`src/rtl/ccs_defs.svh`:
```
`ifndef CCS_DEFS_SVH
`define CCS_DEFS_SVH

// register indices; byte address is four times the index
`define CCS_IDX_CMD          8'h01
`define CCS_IDX_STATUS       8'h02
`define CCS_IDX_WARN_THR     8'h06
`define CCS_IDX_TX_BUF       8'h0A
`define CCS_IDX_RXQ_COUNT    8'h1D
`define CCS_ADDR_W           8

// command bit positions
`define CCS_CMD_SEND         0
`define CCS_CMD_ABORT        1
`define CCS_CMD_FREE_RX      2
`define CCS_CMD_CLR_OVR      3
`define CCS_CMD_LOOPBACK     4

// status bit positions
`define CCS_ST_RX_READY      0
`define CCS_ST_OVERRUN       1
`define CCS_ST_BUF_FREE      2
`define CCS_ST_SEND_DONE     3
`define CCS_ST_RECEIVING     4
`define CCS_ST_SENDING       5
`define CCS_ST_WARNING       6
`define CCS_ST_OFFLINE       7

// reset values
`define CCS_WARN_THR_RST     8'h60
`define CCS_STATUS_RST       8'h0C
`define CCS_TX_BUF_RST       8'h00

// receive queue geometry
`define CCS_RXQ_DEPTH        4
`define CCS_RXQ_CNT_W        3

// internal clock is half the system clock
`define CCS_INT_CLK_DIV      2

`endif

```
`src/rtl/ccs_pkg.sv`:
```
package ccs_pkg;

  typedef struct packed {
    logic       loopback;
    logic       single_shot;
  } ccs_tx_req_t;

  typedef struct packed {
    logic       sending;
    logic       receiving;
    logic       offline;
    logic [7:0] tx_err_cnt;
    logic [7:0] rx_err_cnt;
  } ccs_proto_st_t;

  typedef struct packed {
    logic       tx_ok;
    logic       tx_fail;
    logic       tx_arb_lost;
    logic       rx_frame_ok;
    logic       rx_accepted;
  } ccs_proto_ev_t;

  typedef enum logic [1:0] {
    CCS_TX_IDLE,
    CCS_TX_PENDING,
    CCS_TX_ACTIVE
  } ccs_tx_state_t;

endpackage : ccs_pkg

```
`src/rtl/ccs_clk_div.sv`:
```
`timescale 1ns/1ns
`include "ccs_defs.svh"

module ccs_clk_div (
  input  wire logic i_sys_clk,
  input  wire logic i_rst,
  output logic      o_tick
);
  import ccs_pkg::*;

  logic [1:0] cnt_r;

  // internal clock enable at half rate
  always_ff @(posedge i_sys_clk) begin
    if (i_rst) begin
      cnt_r <= 2'h0;
    end else if (cnt_r == 2'(`CCS_INT_CLK_DIV - 1)) begin
      cnt_r <= 2'h0;
    end else begin
      cnt_r <= cnt_r + 2'h1;
    end
  end

  assign o_tick = (cnt_r == 2'(`CCS_INT_CLK_DIV - 1));

endmodule : ccs_clk_div

```
`src/rtl/ccs_cmd_status.sv`:
```
// Notes on behaviour
// - command register reads back all zero
// - command bit four requests loopback transmission
// - loopback stores own frame only if accepted
// - send plus abort gives single shot
// - loopback plus abort gives single shot loopback
// - send, abort, loopback acts as single shot
// - send with loopback ignores the loopback
// - pending request clears when sending starts
// - clear overrun command clears overrun flag
// - free slot command releases one queue message
// - abort cancels only a not started request
// - aborted message still gives a transmit event
// - writing zero never cancels a send request
// - status bit seven shows offline state
// - bit six shows either counter at or above warning threshold
// - bits five, four show sending and receiving
// - bit three shows last transmission succeeded
// - bit two shows send buffer free
// - bit one sticks on lost message
// - bit zero shows messages waiting in queue
// - send or loopback request clears done flag
// - writes to locked send buffer are dropped
//
// The implementer's own choice: the strobed register port.
`timescale 1ns/1ns
`include "ccs_defs.svh"

module ccs_cmd_status (
  input  wire logic                      i_sys_clk,
  input  wire logic                      i_rst,
  input  wire logic [`CCS_ADDR_W-1:0]    i_addr,
  input  wire logic [7:0]                i_wdata,
  input  wire logic                      i_wr,
  input  wire logic                      i_rd,
  output logic [7:0]                     o_rdata,
  input  wire ccs_pkg::ccs_proto_st_t    i_proto_st,
  input  wire ccs_pkg::ccs_proto_ev_t    i_proto_ev,
  output logic                           o_tx_start,
  output ccs_pkg::ccs_tx_req_t           o_tx_req,
  output logic                           o_tx_event,
  output logic                           o_rx_event,
  output logic                           o_overrun_event,
  output logic [7:0]                     o_tx_buf_byte,
  output logic                           o_int_tick
);
  import ccs_pkg::*;

  logic                       cmd_wr;
  logic [7:0]                 cmd;
  logic                       cmd_pend_r;
  logic [7:0]                 cmd_r;
  logic                       cmd_fire;
  logic                       req_send;
  logic                       req_loop;
  logic                       req_abort;
  logic                       tick;
  ccs_tx_state_t              tx_state_r;
  ccs_tx_state_t              tx_state_nxt;
  ccs_tx_req_t                tx_req_r;
  logic                       sending_q_r;
  logic                       send_done_r;
  logic                       overrun_r;
  logic [7:0]                 warn_thr_r;
  logic [7:0]                 tx_buf_r;
  logic                       rx_ready;
  logic [`CCS_RXQ_CNT_W-1:0]  rxq_count;
  logic                       rx_drop;
  logic                       rx_store;
  logic                       free_rx;
  logic                       clr_ovr;
  logic                       warning;
  logic                       buf_free;
  logic                       tx_end;
  logic [7:0]                 status;

  ccs_clk_div u_clk_div (
    .i_sys_clk (i_sys_clk),
    .i_rst     (i_rst),
    .o_tick    (tick)
  );

  assign o_int_tick = tick;
  assign cmd_wr     = i_wr && (i_addr == `CCS_IDX_CMD);

  // command strobe captured, then acted on at the next internal clock edge
  always_ff @(posedge i_sys_clk) begin
    if (i_rst) begin
      cmd_pend_r <= 1'b0;
      cmd_r      <= 8'h00;
    end else if (cmd_wr) begin
      cmd_pend_r <= 1'b1;
      cmd_r      <= i_wdata;
    end else if (tick) begin
      cmd_pend_r <= 1'b0;
      cmd_r      <= 8'h00;
    end
  end

  // one internal cycle between commands is assumed of the host
  assign cmd_fire  = cmd_pend_r && tick;
  assign cmd       = cmd_fire ? cmd_r : 8'h00;
  assign req_abort = cmd[`CCS_CMD_ABORT];
  assign req_send  = cmd[`CCS_CMD_SEND];
  assign req_loop  = cmd[`CCS_CMD_LOOPBACK] && !cmd[`CCS_CMD_SEND];
  assign free_rx   = cmd[`CCS_CMD_FREE_RX];
  assign clr_ovr   = cmd[`CCS_CMD_CLR_OVR];

  assign tx_end = i_proto_ev.tx_ok || i_proto_ev.tx_fail || i_proto_ev.tx_arb_lost;

  // transmit request state
  always_comb begin
    tx_state_nxt = tx_state_r;
    case (tx_state_r)
      CCS_TX_IDLE: begin
        if (req_send || req_loop) begin
          tx_state_nxt = CCS_TX_PENDING;
        end
      end
      CCS_TX_PENDING: begin
        if (req_abort && !(req_send || req_loop)) begin
          tx_state_nxt = CCS_TX_IDLE;
        end else if (i_proto_st.sending) begin
          tx_state_nxt = CCS_TX_ACTIVE;
        end
      end
      CCS_TX_ACTIVE: begin
        // abort does not stop an active frame
        if (i_proto_ev.tx_ok) begin
          tx_state_nxt = CCS_TX_IDLE;
        end else if (tx_end) begin
          tx_state_nxt = tx_req_r.single_shot ? CCS_TX_IDLE : CCS_TX_PENDING;
        end
      end
      default: begin
        tx_state_nxt = CCS_TX_IDLE;
      end
    endcase
  end

  always_ff @(posedge i_sys_clk) begin
    if (i_rst) begin
      tx_state_r <= CCS_TX_IDLE;
    end else begin
      tx_state_r <= tx_state_nxt;
    end
  end

  // request flavour; zero bits never cancel
  always_ff @(posedge i_sys_clk) begin
    if (i_rst) begin
      tx_req_r <= '0;
    end else if (tx_state_r == CCS_TX_IDLE && (req_send || req_loop)) begin
      tx_req_r.loopback    <= req_loop;
      tx_req_r.single_shot <= req_abort;
    end
  end

  assign o_tx_start = (tx_state_r == CCS_TX_PENDING) && !i_proto_st.sending;
  assign o_tx_req   = tx_req_r;

  // transmit event on success or on buffer release after abort
  always_ff @(posedge i_sys_clk) begin
    if (i_rst) begin
      o_tx_event <= 1'b0;
    end else begin
      o_tx_event <= (tx_state_r != CCS_TX_IDLE) && (tx_state_nxt == CCS_TX_IDLE);
    end
  end

  // send done flag
  always_ff @(posedge i_sys_clk) begin
    if (i_rst) begin
      send_done_r <= 1'b1;
    end else if (req_send || req_loop) begin
      send_done_r <= 1'b0;
    end else if (tx_state_r == CCS_TX_ACTIVE && i_proto_ev.tx_ok) begin
      send_done_r <= 1'b1;
    end
  end

  always_ff @(posedge i_sys_clk) begin
    if (i_rst) begin
      sending_q_r <= 1'b0;
    end else begin
      sending_q_r <= i_proto_st.sending;
    end
  end

  // own loopback frame goes in only when the filter accepts it
  assign rx_store = i_proto_ev.rx_frame_ok && i_proto_ev.rx_accepted;

  ccs_rx_queue_ctr u_rxq (
    .i_sys_clk (i_sys_clk),
    .i_rst     (i_rst),
    .i_store   (rx_store),
    .i_free    (free_rx),
    .o_count   (rxq_count),
    .o_ready   (rx_ready),
    .o_drop    (rx_drop)
  );

  // rx event follows a stored frame, loopback completes with tx and rx events
  always_ff @(posedge i_sys_clk) begin
    if (i_rst) begin
      o_rx_event <= 1'b0;
    end else begin
      o_rx_event <= rx_store && !rx_drop;
    end
  end

  // overrun flag, set wins over clear
  always_ff @(posedge i_sys_clk) begin
    if (i_rst) begin
      overrun_r <= 1'b0;
    end else if (rx_drop) begin
      overrun_r <= 1'b1;
    end else if (clr_ovr) begin
      overrun_r <= 1'b0;
    end
  end

  // overrun event only on rising flag
  always_ff @(posedge i_sys_clk) begin
    if (i_rst) begin
      o_overrun_event <= 1'b0;
    end else begin
      o_overrun_event <= rx_drop && !overrun_r;
    end
  end

  // warning threshold register
  always_ff @(posedge i_sys_clk) begin
    if (i_rst) begin
      warn_thr_r <= `CCS_WARN_THR_RST;
    end else if (i_wr && i_addr == `CCS_IDX_WARN_THR) begin
      warn_thr_r <= i_wdata;
    end
  end

  assign warning  = (i_proto_st.tx_err_cnt >= warn_thr_r) ||
                    (i_proto_st.rx_err_cnt >= warn_thr_r);
  assign buf_free = (tx_state_r == CCS_TX_IDLE);

  // send buffer byte, locked writes dropped
  always_ff @(posedge i_sys_clk) begin
    if (i_rst) begin
      tx_buf_r <= `CCS_TX_BUF_RST;
    end else if (i_wr && i_addr == `CCS_IDX_TX_BUF && buf_free) begin
      tx_buf_r <= i_wdata;
    end
  end

  assign o_tx_buf_byte = tx_buf_r;

  // status assembly
  always_comb begin
    status                     = 8'h00;
    status[`CCS_ST_OFFLINE]    = i_proto_st.offline;
    status[`CCS_ST_WARNING]    = warning;
    status[`CCS_ST_SENDING]    = sending_q_r;
    status[`CCS_ST_RECEIVING]  = i_proto_st.receiving;
    status[`CCS_ST_SEND_DONE]  = send_done_r;
    status[`CCS_ST_BUF_FREE]   = buf_free;
    status[`CCS_ST_OVERRUN]    = overrun_r;
    status[`CCS_ST_RX_READY]   = rx_ready;
  end

  // read data one cycle after the strobe
  always_ff @(posedge i_sys_clk) begin
    if (i_rst) begin
      o_rdata <= 8'h00;
    end else if (i_rd) begin
      case (i_addr)
        `CCS_IDX_CMD:       o_rdata <= 8'h00;
        `CCS_IDX_STATUS:    o_rdata <= status;
        `CCS_IDX_WARN_THR:  o_rdata <= warn_thr_r;
        `CCS_IDX_TX_BUF:    o_rdata <= tx_buf_r;
        `CCS_IDX_RXQ_COUNT: o_rdata <= 8'(rxq_count);
        default:            o_rdata <= 8'h00;
      endcase
    end else begin
      o_rdata <= 8'h00;
    end
  end

endmodule : ccs_cmd_status

```
`src/rtl/ccs_rx_queue_ctr.sv`:
```
`timescale 1ns/1ns
`include "ccs_defs.svh"

module ccs_rx_queue_ctr (
  input  wire logic                      i_sys_clk,
  input  wire logic                      i_rst,
  input  wire logic                      i_store,
  input  wire logic                      i_free,
  output logic [`CCS_RXQ_CNT_W-1:0]      o_count,
  output logic                           o_ready,
  output logic                           o_drop
);
  import ccs_pkg::*;

  logic                      full;
  logic                      do_store;
  logic                      do_free;

  assign full     = (o_count == `CCS_RXQ_CNT_W'(`CCS_RXQ_DEPTH));
  assign do_store = i_store && (!full || i_free);
  assign do_free  = i_free && (o_count != `CCS_RXQ_CNT_W'(0));
  assign o_drop   = i_store && full && !i_free;

  // message count of the queue
  always_ff @(posedge i_sys_clk) begin
    if (i_rst) begin
      o_count <= `CCS_RXQ_CNT_W'(0);
    end else if (do_store && !do_free) begin
      o_count <= o_count + `CCS_RXQ_CNT_W'(1);
    end else if (do_free && !do_store) begin
      o_count <= o_count - `CCS_RXQ_CNT_W'(1);
    end
  end

  assign o_ready = (o_count != `CCS_RXQ_CNT_W'(0));

endmodule : ccs_rx_queue_ctr

```
`config.mk`:
```
export PLATFORM = sky130hd
export DESIGN_NAME = ccs_cmd_status
export DESIGN_NICKNAME = d
export VERILOG_FILES = /design/src/rtl/ccs_pkg.sv /design/src/rtl/ccs_clk_div.sv /design/src/rtl/ccs_cmd_status.sv /design/src/rtl/ccs_rx_queue_ctr.sv
export VERILOG_INCLUDE_DIRS = /design/src /design/src/rtl
export SDC_FILE = /design/constraint.sdc
export NUM_CORES = 1
export LEC_CHECK = 0
export BUFFER_PORTS_ARGS = -buffer_cell sky130_fd_sc_hd__buf_2
export CAP_MARGIN = 20
export CORE_ASPECT_RATIO = 1.4
export CORE_MARGIN = 2
export CORE_UTILIZATION = 55
export DETAILED_ROUTE_END_ITERATION = 10
export PLACE_DENSITY = 0.87
export SLEW_MARGIN = 20
export SYNTH_ARGS = -nofsm -noshare
export SYNTH_HDL_FRONTEND = slang
export SYNTH_HIERARCHICAL = 1
export SYNTH_SLANG_ARGS = --single-unit
```
`constraint.sdc`:
```
create_clock -name i_sys_clk -period 4.7 [get_ports i_sys_clk]
set_input_delay 0.235 -clock i_sys_clk [delete_from_list [all_inputs] [get_ports i_sys_clk]]
set_output_delay 0.235 -clock i_sys_clk [all_outputs]
set_load 0.03 [all_outputs]
```
**Word-level counts from Yosys, hierarchy flattened**

Cells that the tools add are included.
W data, S select, Z words.

- Register bits after elaboration: 45
- Output and inout port bits: 23
- Logic and storage cells: 94

- Add/subtract/negate cells: 3
- Magnitude comparators: 2
- Eq/ne operators: 9
- Muxes and demuxes: 19
- Bitwise operators: 1
- Reductions and logical operators: 44

Operators by type and width:

| kind | count |
|---|---|
| $pmux W8 S4 | 1 |
| $logic_and A1 B1 Y1 | 20 |
| $ge A8 B8 Y1 | 2 |
| $mux W5 | 3 |
| $mux W2 | 5 |
| $reduce_bool A2 Y1 | 5 |
| $logic_not A1 Y1 | 9 |
| $eq A8 B1 Y1 const B | 1 |
| $eq A8 B2 Y1 const B | 1 |
| $eq A8 B3 Y1 const B | 1 |
| $eq A8 B4 Y1 const B | 1 |
| $eq A8 B5 Y1 const B | 1 |
| $mux W1 | 7 |
| $mux W3 | 2 |
| $pmux W2 S3 | 1 |
| $logic_or A1 B1 Y1 | 5 |
| $eq A2 B1 Y1 const B | 2 |
| $logic_not A2 Y1 | 2 |
| $reduce_or A2 Y1 | 2 |
| $add A3 B1 Y3 const B | 1 |
| $eq A3 B3 Y1 const B | 1 |
| $reduce_bool A3 Y1 | 1 |
| $sub A3 B1 Y3 const B | 1 |
| $add A2 B1 Y2 const B | 1 |
| 2 further kinds | 2 |

**Longest topological paths before layout**

Gate-level depths: netlist of run 1.

- Word-level depth: 12
- Gate-level depth with buffers: 11

**Hierarchy**

The synthesis of run 1 kept the hierarchy.

By module, submodules not included:

| module | times used | cells an instance | area each (µm²) | seq. area each (µm²) |
|---|---|---|---|---|
| ccs_cmd_status | 1 | 233 | 2077.0 | 800.8 |
| ccs_rx_queue_ctr | 1 | 19 | 178.9 | 60.1 |
| ccs_clk_div | 1 | 6 | 76.3 | 40.0 |

**Least setup slack after synthesis of run 1**

OpenSTA, ideal clock, no wires.

- Path kind: reg2reg
- Start point: register u_clk_div.cnt_r[0]
- End point: register u_rxq.o_count[2]
- Setup time: 70 ps
- Arrival time: 2403 ps
- Data required time: 4630 ps
- Path slack: 2227 ps
- Stages on the path, launching flop included: 11
- Buffers on the path: 0
- Clock period less this slack: 2473 ps
- Cell sequence: dfxtp_1 ha_1 and3_1 nor4b_1 nor2b_1 ha_1 inv_1 fa_1 xor2_1 or3_1 a21oi_1

- Longest elaborated chain between the ends: 8
- Elaborated cells between the ends (all ways): 12
- Those cells by class: eq/ne: 1; mux: 2; reduce/logical: 9

RTL lines:

| element | line | source |
|---|---|---|
| from (decl) | ccs_clk_div.sv:11 | `logic [1:0] cnt_r;` |
| from (signal assigned) | ccs_clk_div.sv:20 | `cnt_r <= cnt_r + 2'h1;` |
| $eq A2 B1 Y1 (*) | ccs_clk_div.sv:24 | `` assign o_tick = (cnt_r == 2'(`CCS_INT_CLK_DIV - 1)); `` |
| net o_int_tick | ccs_cmd_status.sv:45 | `output logic o_int_tick` |
| $logic_and A1 B1 Y1 (*) | ccs_cmd_status.sv:101 | `assign cmd_fire = cmd_pend_r && tick;` |
| $mux W5 (*) | ccs_cmd_status.sv:102 | `assign cmd = cmd_fire ? cmd_r : 8'h00;` |
| net cmd[2] | ccs_cmd_status.sv:50 | `logic [7:0] cmd;` |
| $logic_or A1 B1 Y1 | ccs_rx_queue_ctr.sv:20 | `assign do_store = i_store && (!full \|\| i_free);` |
| $logic_and A1 B1 Y1 | ccs_rx_queue_ctr.sv:20 |  |
| $logic_not A1 Y1 | ccs_rx_queue_ctr.sv:30 | `end else if (do_free && !do_store) begin` |
| $logic_and A1 B1 Y1 | ccs_rx_queue_ctr.sv:30 |  |
| $reduce_bool A2 Y1 (no line) | -- |  |
| to (signal assigned) | ccs_rx_queue_ctr.sv:27 | `` o_count <= `CCS_RXQ_CNT_W'(0); `` |
| to (signal assigned) | ccs_rx_queue_ctr.sv:29 | `` o_count <= o_count + `CCS_RXQ_CNT_W'(1); `` |
| to (signal assigned) | ccs_rx_queue_ctr.sv:31 | `` o_count <= o_count - `CCS_RXQ_CNT_W'(1); `` |
| to (decl) | ccs_rx_queue_ctr.sv:9 | `` output logic [`CCS_RXQ_CNT_W-1:0] o_count, `` |

Mark *: on every way through the listed nets, which the timed path passes. The rest lies on a longest branch.
A chain may end at the register's enable or synchronous reset.

**Worst setup path in the final report of run 1**

- Start point: register u_clk_div.cnt_r[0]
- End point: register u_rxq.o_count[2]

- Longest elaborated chain between the ends: 8
- Elaborated cells between the ends (all ways): 12
- Those cells by class: eq/ne: 1; mux: 2; reduce/logical: 9

RTL lines:

| element | line |
|---|---|
| $eq A2 B1 Y1 (*) | ccs_clk_div.sv:24 |
| $logic_and A1 B1 Y1 (*) | ccs_cmd_status.sv:101 |
| $mux W5 (*) | ccs_cmd_status.sv:102 |
| net cmd[2] | ccs_cmd_status.sv:50 |
| $logic_or A1 B1 Y1 | ccs_rx_queue_ctr.sv:20 |
| $logic_and A1 B1 Y1 | ccs_rx_queue_ctr.sv:20 |
| $logic_not A1 Y1 | ccs_rx_queue_ctr.sv:30 |
| $logic_and A1 B1 Y1 | ccs_rx_queue_ctr.sv:30 |
| $reduce_bool A2 Y1 (no line) | -- |

Marks and branches as above.

==> results.cfg, run 1 <==
[floorplan]
die_x_um = 59.0
die_h_um = 81.1
core-area_um2 = 4130
io-pin-count = 67
die_area_um2 = 4780
fp-row-count = 28
start_util = 0.564

[setup_path]
slowest_stage = ha_1
start_kind = register
critical_path_class = reg2reg
cp.required_ps = 4930
end_kind = register
r2r.worst_path.cells = 10
max_stage_delay_ps = 390
crit_fanout = 13
path_cells = ha_1 -> and3_1 -> nor4b_1 -> nor2b_1 -> ha_1 -> inv_1 -> fa_1 -> xor2_1 -> or3_1 -> a21oi_1
startpoint = u_clk_div/cnt_r[0]
worstPathArrival_ps = 2720
reg2reg_to = u_rxq/o_count[2]
rrSetupSlack_ps = 2200
r2r_start = u_clk_div/cnt_r[0]
path_buf_inv = 1
cp_common_cell = ha_1
cpLargestDelayFamily = adder cells

[synthesis]
synth-main-ff-cell = dfxtp_1
synth_edf_count = 0
netlist_instances = 258
syn-cell-area_um2 = 2330
yosys_warnings = 6
synth_seq_cells = 45
syn-num-nets = 321
async_flop_share = 0
ys_seq_area_frac = 0.386
ys_types = 48
synth.avg_cell_area_um2 = 9.04

[global_route]
overflow = 0
grt_pass1_wl_mm = 8.84
met1_usage = 0.278
grt_max_degree = 36
grt_use_met2 = 0.446
antenna_found_initial = 0
use_met3 = 0.0478
grt_usage = 0.244
grt_busiest_layer = met2
first_global_vias = 1969

[finish]
fin_nets = 382
drive_gt1_frac = 0.250
fin_cells = 365
num_antenna_cells = 0
final_util = 0.677
syn2layout_area_growth_pct = 20.0

[placement]
placedCellCount = 357
dp_hpwl_mm = 4.20
io_buffers = 66
gp_congestion = 0.818

[power]
leakage_uw = 0.00129
peakVddDrop_uv = 304
power_density_nw_per_um2 = 283

[sta]
skew_ps = 7.62
period_share = 0.531
finalHoldViolCount = 0
worst_slew_pin_slew_ps = 711
setup_viol = 0
finalSetupTns_ps = 0
relSlewSlack = 0.523
drv_slew = 0
fin_crit_ps = 2500
max_freq_mhz = 401
rsz0062_at_grt = false

[clock_network]
holdBufCountCts = 0
path_clk_slew_ps = 80
cts_tree = yes
root_buffer = clkbuf_8
worstSkewPairLatency_ps = 300
cts_setup_buffers = 0
cts.sinks = 45
ctsResizeCount = 0
cts_buffers = 5
clockBufferDepth = 2
htreeDepth = 2

[detailed_routing]
vias = 2095
wl_per_cell_um = 15.0
drc = 0
drtPass1Iterations = 4
ant_nets = 0
drt_iter0_drc = 94
routed_wirelength_mm = 5.47
via_per_inst = 5.74

[min_path]
hold_path_end = warn_thr_r[6]
whs_path_depth = 3
worstHoldStart = i_wdata[6]
holdCritPathClass = in2reg

[job]
max_cap_viol_count = 0

[status]
outcome = completed
==> cell usage after synthesis, types with 2 or more instances <==
cell type	instances	area share
dfxtp_1	45	0.39
nor2_1	30	0.048
mux2i_1	22	0.094
ha_1	18	0.097
nand2_1	17	0.027
inv_1	14	0.023
a21oi_1	13	0.028
clkbuf_1	8	0.013
nand2b_1	8	0.021
o21ai_0	8	0.017
and2_1	6	0.016
nor2b_1	6	0.016
nand3b_1	5	0.016
nor3_1	4	0.0086
nor3b_1	4	0.013
a32oi_1	3	0.011
nand3_1	3	0.0064
nor4_1	3	0.0080
or3_1	3	0.0080
a2111oi_0	2	0.0075
a211oi_1	2	0.0064
buf_2	2	0.0043
nand4_1	2	0.0054
nor3_2	2	0.0086
o211ai_1	2	0.0064
o21a_1	2	0.0064
o2bb2ai_1	2	0.0075
xor2_1	2	0.0075
==> worst reg2reg max path, delay by kind of cell (launching register included) <==
kind / cells / cell delay (ps)
AO/OA/AOI/OAI: 1 / 140
XOR/XNOR: 1 / 180
adder cells (fa/ha/maj): 3 / 980
buffers and inverters: 1 / 60
flip-flops: 1 / 350
AND/OR/NAND/NOR: 4 / 720
==> worst max-delay path by stage <==
| stage | to | slack, ps | cells after the start |
|---|---|---|---|
| floorplan | u_rxq/o_count[2] | 2230 | 10 |
| global placement | u_rxq/o_count[2] | 2360 | 10 |
| detailed placement | u_rxq/o_count[2] | 2240 | 10 |
| CTS | u_rxq/o_count[2] | 2190 | 10 |
| global route | u_rxq/o_count[2] | 2010 | 10 |
| finish | u_rxq/o_count[2] | 2200 | 10 |
==> state kept, by name, summed over array words and instances (netlist names), 2 cells and up <==
signal           count
cmd_r                5
u_clk_div/cnt_r      2
o_tx_buf_byte        8
u_rxq/o_count        3
o_tx_req             2
warn_thr_r           8
tx_state_r           2
o_rdata              8
==> report_power, final <==
part	switching, uW	total (uW)	internal (uW)
registers	5.85	394	388
clock network	128	301	173
logic	54.0	97.5	43.5
==> cell usage in the layout (no fill, tap or decap), types with 2 or more instances in the layout <==
cell / count
a2111oi_0: 2
a211oi_1: 2
a21oi_1: 13
a32oi_1: 3
and2_1: 6
buf_2: 66
clkbuf_8: 6
dfxtp_1: 45
ha_1: 18
inv_1: 14
mux2i_1: 22
nand2_1: 17
nand2b_1: 8
nand3_1: 3
nand3b_1: 5
nand4_1: 2
nor2_1: 30
nor2b_1: 6
nor3_1: 4
nor3_2: 2
nor3b_1: 4
nor4_1: 2
o211ai_1: 2
o21a_1: 2
o21ai_0: 8
o2bb2ai_1: 2
or3_1: 3
xor2_1: 2
==> logic make-up after synthesis <==
kind of cell,synth area share
buffers and inverters,0.0445
adders and majority gates,0.105
and+or+nand+nor,0.240
muxes,0.0944
DFF,0.386
AOI/OAI and AO/OA,0.122
xor gates and xnor gates,0.00751
==> metrics by stage <==
stage	hold slack (ps)	power (uW)	cell area (um2)	setup WS, ps
floorplan	299	461	2330	2230
global placement	413	493	2670	2360
detailed placement	424	498	2670	2240
CTS	192	792	2790	2190
global route	190	823	2800	2010
finish	194	793	2800	2200
==> per-layer routing <==
metal | routed length [um] | vias up
met3 | 306 | 12
met5 | 0 | -
met1 | 2190 | 986
met4 | 106 | 0
li1 | - | 1032
met2 | 2870 | 65
==> area by class of cell <==
cell class              count  area (um2)
clock buffers               7        86.3
clock inverters             1        30.0
fillers                   334        1340
inverters                  14        52.6
multi-input cells         187        1340
flip-flops and latches     45         901
well taps                  45        56.3
repair buffers             66         330
Power figures use the tool's default switching activity.
==> run 2: changes to the inputs <==
Settings changed: CORE_UTILIZATION 55 to 47, PLACE_DENSITY 0.87 to 0.79.
Clock period 4.7 ns to 2.02 ns, I/O delays scaled along.
==> results.cfg, run 2 (same netlist as run 1, synthesis figures left out) <==
[detailed_routing]
via_per_inst = 5.33
drc = 0
drtPass1Iterations = 4
wl_per_cell_um = 14.1
drt_iter0_drc = 87
ant_nets = 0
routed_wirelength_mm = 5.62
vias = 2116

[sta]
relSlewSlack = 0.672
setup_viol = 2
worst_slew_pin_slew_ps = 488
fin_crit_ps = 2120
drv_slew = 0
rsz0062_at_grt = true
max_freq_mhz = 471
finalHoldViolCount = 0
hold_slack_ps = 48.8
period_share = 1.05
skew_ps = 4.80
fin_ws_ps = -105

[floorplan]
die_h_um = 87.4
core-area_um2 = 4800
die_area_um2 = 5550
die_x_um = 63.5
start_util = 0.485
fp-row-count = 30
io-pin-count = 67

[clock_network]
clockBufferDepth = 2
cts.sinks = 45
cts_tree = yes
root_buffer = clkbuf_8
path_clk_slew_ps = 80
worstSkewPairLatency_ps = 300
cts_buffers = 5
htreeDepth = 2
holdBufCountCts = 0

[setup_path]
start_kind = register
end_kind = register
worstPathArrival_ps = 2360
cp.required_ps = 2260
startpoint = u_clk_div/cnt_r[0]
rrSetupSlack_ps = -100
reg2reg_to = u_rxq/o_count[2]
crit_fanout = 2
r2r.worst_path.cells = 10
endpoint = u_rxq/o_count[2]
r2r_start = u_clk_div/cnt_r[0]
critical_path_class = reg2reg

[power]
peakVddDrop_uv = 503
leakage_uw = 0.00135
power_density_nw_per_um2 = 637
power_uw = 1890

[global_route]
antenna_found_initial = 0
overflow = 0
first_global_vias = 2085
grt_use_met2 = 0.404
grt_max_degree = 19
grt_busiest_layer = met2
grt_pass1_wl_mm = 9.45
grt_usage = 0.217
met1_usage = 0.249
use_met3 = 0.0375

[finish]
final_util = 0.617
final_common_cell = buf_2
n_fill_cell = 455
fin_nets = 395
syn2layout_area_growth_pct = 27.1
final_cell_mix = buf_2, dfxtp_1, nor2_1
drive_gt1_frac = 0.315
num_antenna_cells = 0

[min_path]
worstHoldStart = i_wdata[6]
holdCritPathClass = in2reg

[placement]
io_buffers = 66
gp_congestion = 0.906
dp_hpwl_mm = 4.31

[status]
outcome = complete, but fails checks
violations = setup timing

[job]
max_cap_viol_count = 0
-- run 2: changes by cell type in the layout (fill, tap and decap cells not counted), sizes merged --
cell	change
buf	+13
-- run 2: per-stage QoR --
step	instances	instance area, um2	setup WS (ps)	setup TNS, ps
CTS	397	2950	-91.7	-115
global placement	388	2810	35.2	0
global route	397	2960	-193	-323
finish	397	2960	-105	-137
floorplan	258	2360	-99.5	-103
detailed placement	388	2810	-60.5	-63.6
-- run 2: worst min-delay path by stage --
stage                    endpoint  slack [ps]  cells after the start
2_1_floorplan  u_clk_div/cnt_r[0]         160                      1
3_3_place_gp        warn_thr_r[5]         350                      3
3_5_place_dp        warn_thr_r[6]         350                      3
4_1_cts             warn_thr_r[6]          40                      3
5_1_grt          o_tx_buf_byte[5]          80                      3
6_report            warn_thr_r[6]          50                      3
-- run 2: cell type report --
class                   count  area, um2  share of cell area
clock buffers               7       86.3              0.0291
clock inverters             1       30.0              0.0101
inverters                  14       52.6              0.0177
multi-input cells         187       1380               0.467
flip-flops and latches     45        903               0.305
well taps                  64       80.1              0.0270
repair buffers             79        428               0.144
-- run 2: power breakdown --
group	switching (uW)	internal [uW]
logic	143	129
clock network	298	403
registers	9.91	904
-- run 2: what timing repair did --
action | CTS | global route
hold endpoints to repair | 0 | 0
buffers inserted | 1 | 0
endpoints found under the setup margin | 2 | 2
resized for setup | 2 | 5
pin swaps | 1 | 1
-- run 2: critical path, stage by stage, from the launching register on --
cell	delay, ps
dfxtp_2	370
ha_4	130
and3_4	190
nor4b_4	50
nor2b_1	120
ha_2	210
inv_2	40
fa_2	320
xor2_1	160
or3_4	330
a21oi_2	130
-- run 2: metal layers --
metal | wire length (um) | up-vias
met5 | 0 | -
met4 | 43 | 0
met3 | 269 | 5
met1 | 2320 | 992
met2 | 2990 | 59
li1 | - | 1060
